$ cat config.mk
export PLATFORM = sky130hd
export DESIGN_NAME = wake_input_and_interrupt_logic
export DESIGN_NICKNAME = d
export VERILOG_FILES = /design/src/wake_int_pkg.sv /design/src/wake_input_and_interrupt_logic.sv /design/src/wake_pin_filter.sv /design/src/int_pulse_gen.sv
export SDC_FILE = /design/constraint.sdc
export NUM_CORES = 1
export LEC_CHECK = 0
export ABC_AREA = 1
export BUFFER_PORTS_ARGS = -buffer_cell sky130_fd_sc_hd__buf_2
export CORE_ASPECT_RATIO = 1.5
export CORE_MARGIN = 5
export CORE_UTILIZATION = 25
export DETAILED_ROUTE_END_ITERATION = 12
export PLACE_DENSITY_LB_ADDON = 0.12
export SKIP_LAST_GASP = 1
export SYNTH_ARGS = -nofsm -noshare
export SYNTH_HDL_FRONTEND = slang
export SYNTH_SLANG_ARGS = --single-unit
$ cat constraint.sdc
create_clock -name core_clk_i -period 2.06 [get_ports core_clk_i]
set_input_delay 0.309 -clock core_clk_i [delete_from_list [all_inputs] [get_ports core_clk_i]]
set_output_delay 0.309 -clock core_clk_i [all_outputs]
set_load 0.03 [all_outputs]
$ cat src/wake_int_pkg.sv
// ===========================================================================
// shared types and constants for the wake input and interrupt logic
// ===========================================================================
// assumes one 100 MHz core clock; chip mode and event sources are outside
package wake_int_pkg;

  // =========================================================================
  // timing
  // =========================================================================
  localparam int unsigned CLK_PERIOD_NS = 10;
  localparam int unsigned WAKE_FILTER_NS = 16000;
  // least time: round up to whole cycles
  localparam int unsigned WAKE_FILTER_CYCLES =
    (WAKE_FILTER_NS + CLK_PERIOD_NS - 1) / CLK_PERIOD_NS;
  localparam int unsigned INT_PULSE_NS = 100000;
  localparam int unsigned INT_GAP_NS = 100000;
  localparam int unsigned INT_PULSE_CYCLES_DEF =
    (INT_PULSE_NS + CLK_PERIOD_NS - 1) / CLK_PERIOD_NS;
  localparam int unsigned INT_GAP_CYCLES_DEF =
    (INT_GAP_NS + CLK_PERIOD_NS - 1) / CLK_PERIOD_NS;
  localparam int unsigned FILT_CNT_W = 11;
  localparam int unsigned INT_CNT_W = 14;

  // =========================================================================
  // pull selection codes
  // =========================================================================
  localparam logic [1:0] PULL_NONE = 2'h0;
  localparam logic [1:0] PULL_DOWN = 2'h1;
  localparam logic [1:0] PULL_UP   = 2'h2;
  localparam logic [1:0] PULL_AUTO = 2'h3;

  // =========================================================================
  // status layout
  // =========================================================================
  localparam int unsigned CAN_CHANNELS = 4;
  localparam int unsigned STAT_W = 8;
  localparam int unsigned FIRST_PIN_BIT = 0;
  localparam int unsigned FIRST_BAT_BIT = 1;
  localparam int unsigned FIRST_PWM_BIT = 2;
  localparam int unsigned THIRD_CAN_LSB = 0;
  localparam logic [STAT_W-1:0] STAT_RESET = 8'h00;

  typedef enum logic [2:0] {
    MODE_NORMAL,
    MODE_STOP,
    MODE_SLEEP,
    MODE_FAIL_SAFE,
    MODE_RESTART,
    MODE_OTHER
  } chip_mode_e;

  typedef struct packed {
    logic [STAT_W-1:0] first;
    logic [STAT_W-1:0] third;
  } wake_status_s;

  typedef struct packed {
    logic       wake_pin_enable;
    logic       converter_select_by_pin;
    logic [1:0] pull_select_control;
  } pin_cfg_s;

endpackage : wake_int_pkg

$ cat src/wake_input_and_interrupt_logic.sv
// ===========================================================================
// wake input, wake status latching and interrupt signalling
// ===========================================================================
// holds status flags, pull control, converter select and wake requests
// assumes the chip mode machine and event sources sit outside
`timescale 1ns/1ps

// What this block does
// - both pin edges count as wake events
// - filtered edge in normal/stop raises interrupt
// - enabled pin edge wakes device from sleep
// - fail-safe: any edge requests restart, ignoring enable
// - pin event sets pin wake flag
// - pin level readable in normal/stop
// - stop mode: pin level selects pfm/pwm
// - converter select follows pin unfiltered
// - converter select still allows sleep wake
// - pull field: none, pull-down, pull-up
// - pull field 11 follows pin level
// - interrupt is fixed low pulse in normal/stop
// - minimum high time between interrupt pulses
// - interrupt never changes chip mode
// - interrupt sources: wake, can, battery, auto-pwm
// - wake interrupts only for enabled sources
// - level status never interrupts, never latched
// - stop entry with status set interrupts
// - visible status updates at interrupt fall
// - flags stay latched until cleared
module wake_input_and_interrupt_logic
  import wake_int_pkg::*;
#(
  parameter int unsigned INT_PULSE_CYCLES = INT_PULSE_CYCLES_DEF,
  parameter int unsigned INT_GAP_CYCLES   = INT_GAP_CYCLES_DEF
) (
  input  wire logic              core_clk_i,
  input  wire logic              arst_n_i,
  input  wire logic              wake_pin_i,
  input  chip_mode_e             chip_mode_i,
  input  pin_cfg_s               pin_cfg_i,
  input  wire logic              battery_wake_enable_i,
  input  wire logic              battery_sense_event_i,
  input  wire logic [CAN_CHANNELS-1:0] can_timeout_event_i,
  input  wire logic [CAN_CHANNELS-1:0] can_timeout_mask_i,
  input  wire logic              auto_pwm_event_i,
  input  wake_status_s           status_clear_i,
  output logic                   int_n_o,
  output wake_status_s           wake_status_o,
  output logic                   pin_level_status_o,
  output logic                   sleep_wake_request_o,
  output logic                   restart_request_o,
  output logic                   buck_mode_by_pin_o,
  output logic                   buck_pwm_select_o,
  output logic                   pull_up_enable_o,
  output logic                   pull_down_enable_o
);

  // =========================================================================
  // state
  // =========================================================================
  typedef struct packed {
    wake_status_s live;
    wake_status_s shown;
    chip_mode_e   prev_mode;
    logic         mode_valid;
    logic         level_stat;
    logic         sleep_wake;
    logic         restart;
    logic         by_pin;
    logic         pwm_sel;
    logic         pull_up;
    logic         pull_down;
  } top_state_s;

  localparam logic [INT_CNT_W-1:0] PULSE_LAST =
    INT_CNT_W'(INT_PULSE_CYCLES - 1);
  localparam logic [INT_CNT_W-1:0] GAP_LAST =
    INT_CNT_W'(INT_GAP_CYCLES - 1);

  top_state_s   st_reg;
  top_state_s   st_next;
  logic         raw_level;
  logic         filt_level;
  logic         filt_edge;
  logic         int_fall;
  logic         int_req;
  wake_status_s set_bits;
  wake_status_s new_bits;
  logic         int_mode;
  logic         stop_entry;

  function automatic logic is_int_mode(input chip_mode_e m);
    return (m == MODE_NORMAL) || (m == MODE_STOP);
  endfunction : is_int_mode

  // =========================================================================
  // submodules
  // =========================================================================
  wake_pin_filter u_filter (
    .core_clk_i   (core_clk_i),
    .arst_n_i     (arst_n_i),
    .wake_pin_i   (wake_pin_i),
    .raw_level_o  (raw_level),
    .filt_level_o (filt_level),
    .filt_edge_o  (filt_edge)
  );

  int_pulse_gen #(
    .PULSE_LAST (PULSE_LAST),
    .GAP_LAST   (GAP_LAST)
  ) u_pulse (
    .core_clk_i (core_clk_i),
    .arst_n_i   (arst_n_i),
    .req_i      (int_req),
    .int_n_o    (int_n_o),
    .fall_o     (int_fall)
  );

  // =========================================================================
  // event capture
  // =========================================================================
  always_comb begin
    set_bits = '0;
    int_mode = is_int_mode(chip_mode_i);
    // fail-safe makes the pin a wake source regardless of its enable
    if (filt_edge && (pin_cfg_i.wake_pin_enable ||
        chip_mode_i == MODE_FAIL_SAFE)) begin
      set_bits.first[FIRST_PIN_BIT] = 1'b1;
    end
    if (battery_sense_event_i && battery_wake_enable_i) begin
      set_bits.first[FIRST_BAT_BIT] = 1'b1;
    end
    if (auto_pwm_event_i && chip_mode_i == MODE_STOP) begin
      set_bits.first[FIRST_PWM_BIT] = 1'b1;
    end
    set_bits.third[THIRD_CAN_LSB +: CAN_CHANNELS] =
      can_timeout_event_i;
  end

  // only bits that turn on now may ask for an interrupt; masked can
  // channels still latch but stay quiet
  always_comb begin
    new_bits = set_bits & ~st_reg.live;
    new_bits.third[THIRD_CAN_LSB +: CAN_CHANNELS] =
      new_bits.third[THIRD_CAN_LSB +: CAN_CHANNELS] &
      ~can_timeout_mask_i;
  end

  // the filtered pin edge reaches the interrupt through its flag only
  assign stop_entry = st_reg.mode_valid && chip_mode_i == MODE_STOP &&
                      st_reg.prev_mode != MODE_STOP &&
                      (|st_reg.live.first || |st_reg.live.third);
  // level status feeds nothing here, so it can never interrupt
  assign int_req = int_mode && (|new_bits.first || |new_bits.third ||
                                stop_entry);

  // =========================================================================
  // next state
  // =========================================================================
  always_comb begin
    st_next            = st_reg;
    st_next.prev_mode  = chip_mode_i;
    st_next.mode_valid = 1'b1;
    // set wins over a clear arriving in the same cycle
    st_next.live.first = (st_reg.live.first & ~status_clear_i.first) |
                         set_bits.first;
    st_next.live.third = (st_reg.live.third & ~status_clear_i.third) |
                         set_bits.third;
    if (int_fall) begin
      st_next.shown = st_next.live;
    end else begin
      st_next.shown.first = st_reg.shown.first & ~status_clear_i.first;
      st_next.shown.third = st_reg.shown.third & ~status_clear_i.third;
    end

    // plain unlatched level, valid only while the mode allows reading
    st_next.level_stat = int_mode ? raw_level : 1'b0;

    // wake requests only; the pulse path never touches the mode
    st_next.sleep_wake = filt_edge && chip_mode_i == MODE_SLEEP &&
                         pin_cfg_i.wake_pin_enable;
    st_next.restart    = filt_edge &&
                         chip_mode_i == MODE_FAIL_SAFE;

    // converter select follows the settled pin without the wake filter
    st_next.by_pin  = pin_cfg_i.converter_select_by_pin &&
                      chip_mode_i == MODE_STOP;
    st_next.pwm_sel = st_next.by_pin && raw_level;

    case (pin_cfg_i.pull_select_control)
      PULL_NONE: begin
        st_next.pull_up   = 1'b0;
        st_next.pull_down = 1'b0;
      end
      PULL_DOWN: begin
        st_next.pull_up   = 1'b0;
        st_next.pull_down = 1'b1;
      end
      PULL_UP: begin
        st_next.pull_up   = 1'b1;
        st_next.pull_down = 1'b0;
      end
      PULL_AUTO: begin
        // keeper: reinforces whatever level the pin sits at
        st_next.pull_up   = raw_level;
        st_next.pull_down = ~raw_level;
      end
      default: begin
        st_next.pull_up   = 1'b0;
        st_next.pull_down = 1'b0;
      end
    endcase
  end

  always_ff @(posedge core_clk_i or negedge arst_n_i) begin
    if (!arst_n_i) begin
      st_reg <= '0;
    end else begin
      st_reg <= st_next;
    end
  end

  // =========================================================================
  // outputs
  // =========================================================================
  assign wake_status_o        = st_reg.shown;
  assign pin_level_status_o   = st_reg.level_stat;
  assign sleep_wake_request_o = st_reg.sleep_wake;
  assign restart_request_o    = st_reg.restart;
  assign buck_mode_by_pin_o   = st_reg.by_pin;
  assign buck_pwm_select_o    = st_reg.pwm_sel;
  assign pull_up_enable_o     = st_reg.pull_up;
  assign pull_down_enable_o   = st_reg.pull_down;

endmodule : wake_input_and_interrupt_logic

$ cat src/wake_pin_filter.sv
// ===========================================================================
// wake pin synchroniser and level-change filter
// ===========================================================================
// assumes wake_pin_i is asynchronous to core_clk_i
`timescale 1ns/1ps
module wake_pin_filter
  import wake_int_pkg::*;
(
  input  wire logic core_clk_i,
  input  wire logic arst_n_i,
  input  wire logic wake_pin_i,
  output logic      raw_level_o,
  output logic      filt_level_o,
  output logic      filt_edge_o
);

  typedef struct packed {
    logic                  s1;
    logic                  s2;
    logic                  s3;
    logic                  primed;
    logic                  raw;
    logic                  level;
    logic                  edge_p;
    logic [FILT_CNT_W-1:0] cnt;
  } filt_state_s;

  localparam logic [FILT_CNT_W-1:0] FILT_LAST =
    FILT_CNT_W'(WAKE_FILTER_CYCLES - 1);

  filt_state_s st_reg;
  filt_state_s st_next;

  always_comb begin
    st_next        = st_reg;
    st_next.s1     = wake_pin_i;
    st_next.s2     = st_reg.s1;
    st_next.s3     = st_reg.s2;
    st_next.edge_p = 1'b0;
    if (st_reg.s2 == st_reg.s3) begin
      st_next.raw = st_reg.s3;
    end
    // first s2/s3 match is taken as the level; both reset low, so a pin high out of reset gives an edge
    if (!st_reg.primed) begin
      if (st_reg.s2 == st_reg.s3) begin
        st_next.primed = 1'b1;
        st_next.level  = st_reg.s3;
      end
    end else if (st_reg.raw != st_reg.level) begin
      if (st_reg.cnt == FILT_LAST) begin
        st_next.level  = st_reg.raw;
        st_next.edge_p = 1'b1;
        st_next.cnt    = '0;
      end else begin
        st_next.cnt = st_reg.cnt + 1'b1;
      end
    end else begin
      // a glitch shorter than the filter restarts the count
      st_next.cnt = '0;
    end
  end

  always_ff @(posedge core_clk_i or negedge arst_n_i) begin
    if (!arst_n_i) begin
      st_reg <= '0;
    end else begin
      st_reg <= st_next;
    end
  end

  assign raw_level_o  = st_reg.raw;
  assign filt_level_o = st_reg.level;
  assign filt_edge_o  = st_reg.edge_p;

endmodule : wake_pin_filter

$ cat src/int_pulse_gen.sv
// ===========================================================================
// interrupt pulse generator with minimum spacing
// ===========================================================================
// assumes req_i is a same-clock pulse; requests are merged, never queued
`timescale 1ns/1ps
module int_pulse_gen
  import wake_int_pkg::*;
#(
  parameter logic [INT_CNT_W-1:0] PULSE_LAST = INT_CNT_W'(1),
  parameter logic [INT_CNT_W-1:0] GAP_LAST   = INT_CNT_W'(1)
) (
  input  wire logic core_clk_i,
  input  wire logic arst_n_i,
  input  wire logic req_i,
  output logic      int_n_o,
  output logic      fall_o
);

  typedef enum logic [1:0] {
    PULSE_IDLE,
    PULSE_LOW,
    PULSE_GAP
  } pulse_state_e;

  typedef struct packed {
    pulse_state_e         state;
    logic [INT_CNT_W-1:0] cnt;
    logic                 pending;
    logic                 int_n;
    logic                 fall;
  } pulse_s;

  pulse_s st_reg;
  pulse_s st_next;

  always_comb begin
    st_next      = st_reg;
    st_next.fall = 1'b0;
    if (req_i) begin
      st_next.pending = 1'b1;
    end
    case (st_reg.state)
      PULSE_IDLE: begin
        if (req_i || st_reg.pending) begin
          st_next.state   = PULSE_LOW;
          st_next.int_n   = 1'b0;
          st_next.fall    = 1'b1;
          st_next.pending = 1'b0;
          st_next.cnt     = '0;
        end
      end
      PULSE_LOW: begin
        if (st_reg.cnt == PULSE_LAST) begin
          st_next.state = PULSE_GAP;
          st_next.int_n = 1'b1;
          st_next.cnt   = '0;
        end else begin
          st_next.cnt = st_reg.cnt + 1'b1;
        end
      end
      PULSE_GAP: begin
        // held high for the spacing time before any further pulse
        if (st_reg.cnt == GAP_LAST) begin
          st_next.state = PULSE_IDLE;
          st_next.cnt   = '0;
        end else begin
          st_next.cnt = st_reg.cnt + 1'b1;
        end
      end
      default: begin
        st_next.state = PULSE_IDLE;
        st_next.int_n = 1'b1;
      end
    endcase
  end

  always_ff @(posedge core_clk_i or negedge arst_n_i) begin
    if (!arst_n_i) begin
      st_reg       <= '0;
      st_reg.int_n <= 1'b1;
    end else begin
      st_reg <= st_next;
    end
  end

  assign int_n_o = st_reg.int_n;
  // fall_o marks the edge on which int_n_o drops, so the status copy
  // taken on that edge is the one the reader sees with the pulse
  assign fall_o  = st_next.fall;

endmodule : int_pulse_gen

==> results of run 1 <==
power by group:
part	switching, W	internal [W]	leakage (nW)	total [W]
registers	0.0000168	0.00158	1.04	0.00160
clock network	0.000646	0.000978	0.153	0.00162
logic	0.000127	0.0000698	1.23	0.000197
logic make-up after synthesis:
family / Yosys count
other cells: 1
simple gates: 247
fa+ha+maj: 5
flops: 79
compound gates: 36
buf+inv: 87
xor+xnor: 10
cells in the mapped netlist:
library cell  number
a21oi_2            1
nor2_1            53
nor3_1             9
xnor2_1            3
o21ai_0           13
nand2_2            2
nand3b_1           2
nor3_2             3
nor3b_1            3
nor2_2             2
o21ai_2            1
xor2_1             7
conb_1             1
dfrtp_1           78
buf_2              2
o22ai_1            3
and2_1             1
clkbuf_4           1
nand2_1           97
a31oi_1            2
o31ai_1            1
nand3_2           10
nand3_4            1
a21boi_0           2
inv_1             62
clkbuf_1           2
ha_1               5
inv_2              1
dfstp_2            1
o21ai_1            2
nor2_4             1
o21bai_1           4
nand2_4            3
nand3_1           55
buf_6              1
nand4_1            5
buf_12             1
buf_4             17
a21oi_1            7
area by class of cell:
cell class	count	area share
inverter	63	0.05031
tap	203	0.05403
clock inverter	6	0.01411
clock buffer	10	0.05084
multi-input combinational	299	0.3279
sequential	79	0.4208
timing repair buffer	69	0.08198
how the worst max path moves through the flow:
stage	start	to	slack (ns)
3_3_place_gp	chip_mode_i[2]	wake_status_o[3]	-0.04
5_1_grt	st_reg[37]	wake_status_o[1]	0.0005
2_1_floorplan	u_filter.st_reg[0]	u_filter.st_reg[7]	0.57
3_5_place_dp	chip_mode_i[2]	wake_status_o[3]	-0.02
6_report	st_reg[29]	wake_status_o[3]	0.23
4_1_cts	st_reg[39]	wake_status_o[3]	0.16
stage by stage:
| stage | utilization | instances | setup WS [ns] | setup TNS [ns] | instance area [sq um] |
|---|---|---|---|---|---|
| after detailed placement | 0.2819 | 712 | -0.01965 | -0.06313 | 4385 |
| after floorplan | - | 465 | 0.5671 | 0 | 3940 |
| after global routing | 0.3022 | 729 | 0.0005305 | 0 | 4701 |
| after global placement | 0.2819 | 712 | -0.03919 | -0.1888 | 4385 |
| final | 0.3022 | 729 | 0.2316 | 0 | 4701 |
| after CTS | 0.3022 | 729 | 0.1581 | 0 | 4701 |
timing repair:
item | in CTS | in global routing
hold endpoints to repair | 29 | 0
setup endpoints to repair | 0 | 0
hold buffers | 1 | 0
worst max-delay path: stages, from the launching register on:
cell	delay [ns]
dfrtp_1	0.40
inv_1	0.08
nand2_1	0.04
o21ai_0	0.25
nor2_1	0.08
nand3_1	0.10
nand2_2	0.10
nand2_4	0.23
nand2_4	0.23
nand3_1	0.12
nand2_1	0.06
placed cells by master, fill, tap and decap left out, types with 2 or more instances in the layout:
cell	synthesis	layout
a31oi_1	2	2
inv_6	0	2
nand3_2	10	10
nor2_2	2	2
nand2_4	3	3
nor3b_1	3	3
nand2_2	2	2
buf_4	17	8
a21boi_0	2	2
nor3_1	9	9
ha_1	5	5
o21bai_1	4	4
o21ai_0	13	13
a21oi_1	7	7
dfrtp_1	78	78
inv_1	62	62
o22ai_1	3	3
nand4_1	5	5
buf_2	2	59
clkinv_2	0	2
xor2_1	7	7
xnor2_1	3	3
nand2_1	97	97
nand3_1	55	55
o21ai_1	2	2
nor3_2	3	3
nor2_1	53	53
clkbuf_16	0	9
nand3b_1	2	2
routing by layer:
| metal | routed length (um) | share of wire |
|---|---|---|
| met5 | 0 | 0 |
| met3 | 377 | 0.041 |
| met4 | 178 | 0.019 |
| met2 | 4983 | 0.54 |
| met1 | 3647 | 0.40 |
==> results.md, run 1 <==
* Outcome: finished, final reports clean
* Multiplexer area fraction after synthesis at 0
* Starting DRT DRC Count at between 150 and 200
* Sequential cell area at between 0.0015 and 0.002 sq mm
* XOR/XNOR Fraction of Synth Area at 0.02223
* Final worst clock skew at about 0.0066 ns
* Multi-input logic area at approximately 0.0015 sq mm
* Final Hold Fails at 0
* Most used routing layer in global routing: met2
* Clock sink total at around 80
* Htree depth at 3
* GRT overflow at 0
* Layout cell share with drive strength beyond 1 at 0.2091
* Die footprint at between 0.015 and 0.02 sq mm
* RSZ-0062 raised after global routing: false
* CP max FO at 19
* CTS tree: yes
* Max Slew Vio Count at 0
* WL final at around 9000 um
* Placeable Area at about 0.016 sq mm
* Synthesis-to-finish area growth at 19.31%
* Die width at 112.5 um
* WS Path Type: reg -> reg
* RR Startpoint: st_reg[29]
* Simple-gate share of the synthesized area at 0.2985
* Synth Register Bits at 79
* Via count at around 3.1k
* Reg2Reg Setup Slack at 0.23 ns
* Die H at 163.8 um
* Max clock buf depth at 2
* Initial antenna violation count at 0
* Hold path endpoint: u_filter.st_next[16]
* Post-CTS sizing at 0
* Initial DRT Pass Iterations at 5
* Pleak at between 2 and 2.5 nW
* Yosys warning count at 0
* Worst skew pair latency at 0.34 ns
* Sequential area share after synthesis at 0.5021
* I/O pins at 61
* Largest family of logic cells by synthesized area: simple AND/OR/NAND/NOR gates
* Hpwl dp at roughly 7000 um
* Post-synthesis compound-gate area fraction at 0.05367
* Effective utilization at floorplan at 0.2533
* Row cnt at between 50 and 60
* Met2 usage at 0.1980
* Worst Reg2Reg Path Length in Cells at 10
* Met1 Track Usage GR at 0.1124
* Top cell type's share of synthesized area at 0.4954
* Vias in the first global route at between 3k and 4k
* Terminus of the critical flop-to-flop path: wake_status_o[3]
* Crit end category: register
* Wire per inst at approximately 13 um
* Gpl congestion at between 0.8 and 0.9
* Max Cap Viol at 0
* Post-Synth Adder-Cell Area at 0.01588
* FMAX at around 550 MHz
* Critical Path AT at 2.05 ns
* Clock-pin slew on the worst setup and hold paths at around 0.06 ns
* Worst hold margin at between 0.07 and 0.08 ns
* Setup Fix Bufs, Post-CTS at 0
* DRT antenna net count at 0
* Leading area contributor after synthesis: dfrtp_1
* Period utilization at 0.8876
* Worst Hold Class: in -> reg
* CP startpoint kind: register
* Pwr Total at between 0.003 and 0.004 W
* Worst EP required at about 2.3 ns
* Largest net degree at the start of global routing at 34
* Diode count at 0
* Buffers on Ports at 60
* Via-per-instance ratio at roughly 4.2
* Max VDD drop at around 0.28 mV
* Hold Path Stages at 1
* Total CTS buffers at 9
* Syn_area_per_cell at ~8.5 sq um
* DRC at 0
* Post-Syn Area at between 0.003 and 0.004 sq mm
* Fill cell count at around 1.7k
* Setup-failing EPs final at 0
* Unique masters post-synth at 39
* Max reg flops at 20
* Wire length of the first global-routing pass at ~15000 um
* Total GRT Usage at 0.1051
* Largest cells by area after synthesis: dfrtp_1, nand2_1, nand3_1
* Pwr/cell area at 727.3 mW/mm^2
* Post-Syn Instances at 465
* Worst Min Path Start: wake_pin_i
* Met3 Usage GRT at 0.02543
* Tmin final at approximately 1.8 ns
* Root Driver: clkbuf_16
* Post-Syn Nets at 507
* Final nets at ~560
Note: power is estimated with default switching activity, not from simulation.
==> inputs of run 2 (changes only) <==
==> constraint.sdc (replaced) <==
create_clock -name core_clk_i -period 2.06 [get_ports core_clk_i]
set_input_delay 0.206 -clock core_clk_i [delete_from_list [all_inputs] [get_ports core_clk_i]]
set_output_delay 0.206 -clock core_clk_i [all_outputs]
set_load 0.03 [all_outputs]
==> run 2 against run 1 <==
Effect of this change: cell count unchanged; global-route usage increased by 0.13 points; sequential power about the same; first-iteration DRC count decreased by 35%; combinational power about the same; design area decreased by 0.67%; worst hold slack got worse by 0.031 ns; clock-buffer cell count unchanged; critical path type unchanged.
==> results.md, run 2 (same netlist as run 1, synthesis figures left out) <==
* Internal at 0.002464 W (was 0.002629 W)
* CP peak stage delay at 0.37 ns (was 0.40 ns)
* CP startpoint kind: register (unchanged)
* Final setup margin at 0.2883 ns (was 0.2316 ns)
* Layout cell share with drive strength beyond 1 at 0.2053 (was 0.2091)
* Final worst clock skew at 0.006312 ns (was 0.006554 ns)
* Synthesis-to-finish area growth at 18.51% (was 19.31%)
* WL final at 9258 um (was 9187 um)
* Worst Min Path Start: status_clear_i[12] (was wake_pin_i)
* Vias in the first global route at 3203 (was 3180)
* Worst Setup SP: st_reg[31] (was st_reg[29])
* Total GRT Usage at 0.1064 (was 0.1051)
* Total CTS buffers at 9 (unchanged)
* Worst skew pair latency at 0.33 ns (was 0.34 ns)
* Max clock buf depth at 2 (unchanged)
* CTS tree: yes (unchanged)
* CP most frequent cell: nand2_1
* Initial antenna violation count at 0 (unchanged)
* Max reg flops at 20 (unchanged)
* Most frequent cells in the layout: nand2_1, dfrtp_1, inv_1 (unchanged)
* Wire length of the first global-routing pass at 15790 um (was 15350 um)
* CP Buf/Inv Count at 0 (was 1)
* Largest net degree at the start of global routing at 32 (was 34)
* Pre-CTS setup slack at 0.2554 ns (was -0.01965 ns)
* Die H at 163.8 um (unchanged)
* Fill cell count at 1701 (was 1703)
* Sequential cell area at 0.001978 sq mm (unchanged)
* WS Path Type: reg -> reg (unchanged)
* Multi-input logic area at 0.001541 sq mm (unchanged)
* Sequential Power Share at 0.495 (was 0.467)
* Worst path slowest cell: dfrtp_1 (unchanged)
* I/O pins at 61 (unchanged)
* Period utilization at 0.8601 (was 0.8876)
* Crit end category: register (unchanged)
* Critical path cell sequence: nor2_1 -> nand2_1 -> nor2_1 -> nand2_1 -> nand2_1 -> nand3_1 -> nand2_2 -> nand2_4 -> nand2_4 -> nand3_1 -> nand2_1 (was inv_1 -> nand2_1 -> o21ai_0 -> nor2_1 -> nand3_1 -> nand2_2 -> nand2_4 -> nand2_4 -> nand3_1 -> nand2_1)
* CP max FO at 16 (was 19)
* Final nets at 564 (was 563)
* DRT antenna net count at 0 (unchanged)
* TNS Setup at 0 ns (unchanged)
* Outcome: finished, final reports clean (unchanged)
* Gpl congestion at 0.7738 (was 0.8020)
* Worst EP required at 2.33 ns (was 2.28 ns)
* FMAX at 564.4 MHz (was 546.9 MHz)
* Clock-pin slew on the worst setup and hold paths at 0.06 ns (about the same)
* Worst Hold Class: in -> reg (unchanged)
* Via-per-instance ratio at 4.267 (was 4.233)
* Crit-path leading delay family: simple AND/OR/NAND/NOR gates (unchanged)
* Critical Path AT at 2.04 ns (was 2.05 ns)
* Pwr/cell area at 691.5 mW/mm^2 (was 727.3 mW/mm^2)
* Net Sw Power at 0.0007648 W (was 0.0007898 W)
* Setup-failing EPs final at 0 (unchanged)
* Placeable Area at 0.01555 sq mm (unchanged)
* Wire per inst at 12.70 um (was 12.60 um)
* Net Sw Frac at 0.2369 (was 0.2310)
* Max Cap Viol at 0 (unchanged)
* Die width at 112.5 um (unchanged)
* Root Driver: clkbuf_16 (unchanged)
* Htree depth at 3 (unchanged)
* Die footprint at 0.01842 sq mm (unchanged)
* Post-CTS sizing at 0 (unchanged)
* Most common cell after layout, fill and taps aside: nand2_1 (unchanged)
* Row cnt at 56 (unchanged)
* Initial DRT Pass Iterations at 6 (was 5)
* GRT overflow at 0 (unchanged)
* Clock sink total at 79 (unchanged)
* Via count at 3111 (was 3086)
* Setup Fix Bufs, Post-CTS at 0 (unchanged)
* Diode count at 0 (unchanged)
* Pleak at 2.398 nW (was 2.421 nW)
* Starting DRT DRC Count at 100 (was 155)
* Max VDD drop at 0.3029 mV (was 0.2766 mV)
* Reg2Reg Setup Slack at 0.29 ns (was 0.23 ns)
* Max Slew Vio Count at 0 (unchanged)
* Clock power frac at 0.443 (was 0.475)
* Effective utilization at floorplan at 0.2533 (unchanged)
* RR Startpoint: st_reg[31] (was st_reg[29])
* RSZ-0062 raised after global routing: false (unchanged)
* Tmin final at 1.772 ns (was 1.828 ns)
* Hpwl dp at 7002 um (was 7032 um)
* Buffers on Ports at 60 (unchanged)
* Comb power frac at 0.062 (was 0.058)
* DRC at 0 (unchanged)
* Final Hold Fails at 0 (unchanged)
-- run 2: path summary, 6_finish.rpt --
path	endpoint	depth (start not counted)
min in group asynchronous	st_reg[41]	2
max in group asynchronous	u_filter.st_reg[15]	3
worst min-delay path	st_reg[39]	2
worst max-delay path	wake_status_o[3]	11
worst min register to register	u_filter.st_next[15]	0
worst max register to register	wake_status_o[3]	11
-- run 2: metal layers --
metal	GRT usage	share of wire
met4	0.03280	0.011
met3	0.02654	0.043
met5	0	0
met2	0.2018	0.55
met1	0.1152	0.40
-- run 2: power by group through the flow --
| stage | clock network, W | logic [W] | registers (W) |
|---|---|---|---|
| 6_report | 0.00143 | 0.000199 | 0.00160 |
| 5_1_grt | 0.00158 | 0.000229 | 0.00160 |
| 4_1_cts | 0.00150 | 0.000207 | 0.00160 |
| 3_5_place_dp | 0 | 0.000204 | 0.00163 |
| 3_3_place_gp | 0 | 0.000201 | 0.00163 |
| 2_1_floorplan | 0 | 0.0000773 | 0.00163 |
-- run 2: cell type report --
| type | count | share of cell area |
|---|---|---|
| Inverter | 63 | 0.05064 |
| Multi-Input combinational cell | 299 | 0.3301 |
| Timing Repair Buffer | 70 | 0.08467 |
| Tap cell | 203 | 0.05439 |
| Sequential cell | 79 | 0.4236 |
| Clock inverter | 5 | 0.007503 |
| Clock buffer | 10 | 0.04904 |
-- run 2: repair_timing --
| item | CTS | global route |
|---|---|---|
| setup endpoints to repair | 0 | 0 |
| endpoints found under the hold margin | 19 | 0 |
| hold buffers | 2 | 0 |
-- run 2: per-stage QoR --
step                hold WS (ns)  instance area, sq um    util  std cells  power, W
floorplan               -0.08959                  3940       -        465  0.001710
finish                   0.04660                  4669  0.3002        729  0.003229
detailed placement        0.1225                  4385  0.2819        712  0.001831
global route             0.03403                  4669  0.3002        729  0.003405
global placement          0.1234                  4385  0.2819        712  0.001828
CTS                      0.03162                  4669  0.3002        729  0.003303
==> inputs of run 3 (changes only) <==
Settings changed: CELL_PAD_IN_SITES_DETAIL_PLACEMENT from default to 0, CELL_PAD_IN_SITES_GLOBAL_PLACEMENT from default to 2.
Clock period 2.06 ns to 1.89 ns, I/O delays scaled along.
==> run 3 against run 2 <==
Effect of this change: clock skew grew 0.0017 ns; sequential power grew 9%; cell count grew 2.3%; sequential cell count is the same; global-route usage grew 0.65 points; non-clock buffer count grew 15; critical path depth is the same; wire length grew 7.9%; core utilization grew 1.0 points; design area grew 3.5%; worst hold slack lost 0.0085 ns; highest routed layer unchanged.
==> results.md, run 3 (same netlist as run 1, synthesis figures left out) <==
* Outcome: finished, final reports clean (unchanged)
* Die width at 112.5 um (unchanged)
* Final nets at 579 (was 564)
* Worst EP required at 2.16 ns (was 2.33 ns)
* Setup-failing EPs final at 0 (unchanged)
* Worst Hold Class: in -> reg (unchanged)
* Max Cap Viol at 0 (unchanged)
* Via count at 3174 (was 3111)
* Pre-CTS setup slack at 0.07546 ns (was 0.2554 ns)
* CP max FO at 4 (was 16)
* Row cnt at 56 (unchanged)
* Gpl congestion at 0.7637 (was 0.7738)
* Wire length of the first global-routing pass at 16410 um (was 15790 um)
* Clock-pin slew on the worst setup and hold paths at 0.06 ns (about the same)
* Initial antenna violation count at 1 (was 0)
* Placeable Area at 0.01555 sq mm (unchanged)
* CP peak stage delay at 0.38 ns (was 0.37 ns)
* TNS Setup at 0 ns (unchanged)
* Layout cell share with drive strength beyond 1 at 0.2269 (was 0.2053)
* Effective utilization at floorplan at 0.2533 (unchanged)
* Max VDD drop at 0.2889 mV (was 0.3029 mV)
* Tmin final at 1.755 ns (was 1.772 ns)
* Wire per inst at 13.39 um (was 12.70 um)
* Most common cell after layout, fill and taps aside: nand2_1 (unchanged)
* Post-Place Cell Area at 0.004488 sq mm (was 0.004385 sq mm)
* FMAX at 569.8 MHz (was 564.4 MHz)
* WL final at 9987 um (was 9258 um)
* Total CTS buffers at 9 (unchanged)
* I/O pins at 61 (unchanged)
* Starting DRT DRC Count at 120 (was 100)
* Max Slew Vio Count at 0 (unchanged)
* Buffers on Ports at 60 (unchanged)
* Critical Path AT at 2.02 ns (was 2.04 ns)
* Largest net degree at the start of global routing at 31 (was 32)
* Reg2Reg Setup Slack at 0.14 ns (was 0.29 ns)
* CP most frequent cell: nand2_1 (unchanged)
* Post-route cell area at 0.004831 sq mm (was 0.004669 sq mm)
* Die footprint at 0.01842 sq mm (unchanged)
* Synthesis-to-finish area growth at 22.61% (was 18.51%)
* CP Buf/Inv Count at 2 (was 0)
* Via-per-instance ratio at 4.255 (was 4.267)
* Htree depth at 3 (unchanged)
* Most frequent cells in the layout: nand2_1, dfrtp_1, inv_1 (unchanged)
* Clock sink total at 79 (unchanged)
* DRT antenna net count at 0 (unchanged)
* Final Hold Fails at 0 (unchanged)
* Hpwl dp at 7605 um (was 7002 um)
* Vias in the first global route at 3185 (was 3203)
* WS Path Type: reg -> reg (unchanged)
* DRC at 0 (unchanged)
* CP startpoint kind: register (unchanged)
* Initial DRT Pass Iterations at 4 (was 6)
* Pleak at 2.487 nW (was 2.398 nW)
* Period utilization at 0.9285 (was 0.8601)
* Crit end category: register (unchanged)
* Max clock buf depth at 2 (unchanged)
* GRT overflow at 0 (unchanged)
* Crit-path leading delay family: simple AND/OR/NAND/NOR gates (unchanged)
* Worst skew pair latency at 0.33 ns (about the same)
* Total GRT Usage at 0.1129 (was 0.1064)
* Max reg flops at 20 (unchanged)
* Critical path cell sequence: ha_1 -> nand2_1 -> nor2_2 -> buf_4 -> inv_1 -> nor3_2 -> nand2_1 -> xor2_1 -> nor2_1 -> nand3_1 -> nand2_1 (was nor2_1 -> nand2_1 -> nor2_1 -> nand2_1 -> nand2_1 -> nand3_1 -> nand2_2 -> nand2_4 -> nand2_4 -> nand3_1 -> nand2_1)
* CTS tree: yes (unchanged)
* RSZ-0062 raised after global routing: false (unchanged)
* Final setup margin at 0.1351 ns (was 0.2883 ns)
* Die H at 163.8 um (unchanged)
* Final worst clock skew at 0.008025 ns (was 0.006312 ns)
* Worst path slowest cell: dfrtp_1 (unchanged)
* Root Driver: clkbuf_16 (unchanged)
* Pwr/cell area at 732.1 mW/mm^2 (was 691.5 mW/mm^2)
run 3: cell count changes in the layout (fill, tap and decap cells not counted), sizes merged:
cell | previous run | this run
inv | 64 | 63
clkinv | 3 | 4
diode | 0 | 1
buf | 68 | 83
clkbuf | 10 | 11
run 3: final timing paths:
kind	end	cells past startpoint	from
max	u_pulse.st_reg[13]	11	u_pulse.st_reg[3]
min	st_reg[40]	2	status_clear_i[13]
max reg2reg	u_pulse.st_reg[13]	11	u_pulse.st_reg[3]
min reg2reg	u_filter.st_next[15]	0	u_filter.st_next[16]
max in group asynchronous	u_pulse.int_n_o	3	arst_n_i
min in group asynchronous	wake_status_o[13]	2	arst_n_i
run 3: area by class of cell:
class,count,area (sq um)
clock inverters,5,35.03
repair buffers,85,533.0
fillers,1703,10720
clock buffers,11,232.7
inverters,63,236.5
diodes,1,2.502
multi-input cells,299,1559
flip-flops and latches,79,1978
well taps,203,254.0
run 3: repair_timing:
item                                    in CTS  in global routing
endpoints found under the setup margin       0                 16
setup buffers                                0                  3
gates resized for setup                      0                  2
hold buffers                                 2                  0
endpoints found under the hold margin       23                  0
run 3: report_power, final:
part	internal [W]	total [W]	switching (W)
Clock	0.000890	0.00158	0.000685
Combinational	0.0000803	0.000220	0.000140
Sequential	0.00172	0.00174	0.0000175
Total	0.00269	0.00354	0.000842
run 3: metrics by stage:
| step | util | cells | total power (W) | hold WS, ns |
|---|---|---|---|---|
| final | 0.3106 | 746 | 0.003537 | 0.03814 |
| after global routing | 0.3106 | 746 | 0.003735 | 0.01852 |
| after CTS | 0.3070 | 742 | 0.003631 | 0.02024 |
| after detailed placement | 0.2885 | 724 | 0.001997 | 0.1355 |
| after global placement | 0.2885 | 724 | 0.001997 | 0.1303 |
| after floorplan | - | 465 | 0.001864 | -0.1066 |
run 3: worst reg2reg max path, cell delays in order (launching register included):
cell and delay (ns):
dfrtp_1 0.38, ha_1 0.19, nand2_1 0.10, nor2_2 0.12, buf_4 0.15, inv_1 0.05
nor3_2 0.18, nand2_1 0.13, xor2_1 0.16, nor2_1 0.10, nand3_1 0.09, nand2_1 0.07
run 3: routing by layer:
layer,vias to the layer above,routed length (um),track usage
met2,50,5337,0.2067
met3,10,375,0.02654
met1,1501,4111,0.1266
li1,1613,-,-
met5,-,0,0
met4,0,162,0.04155
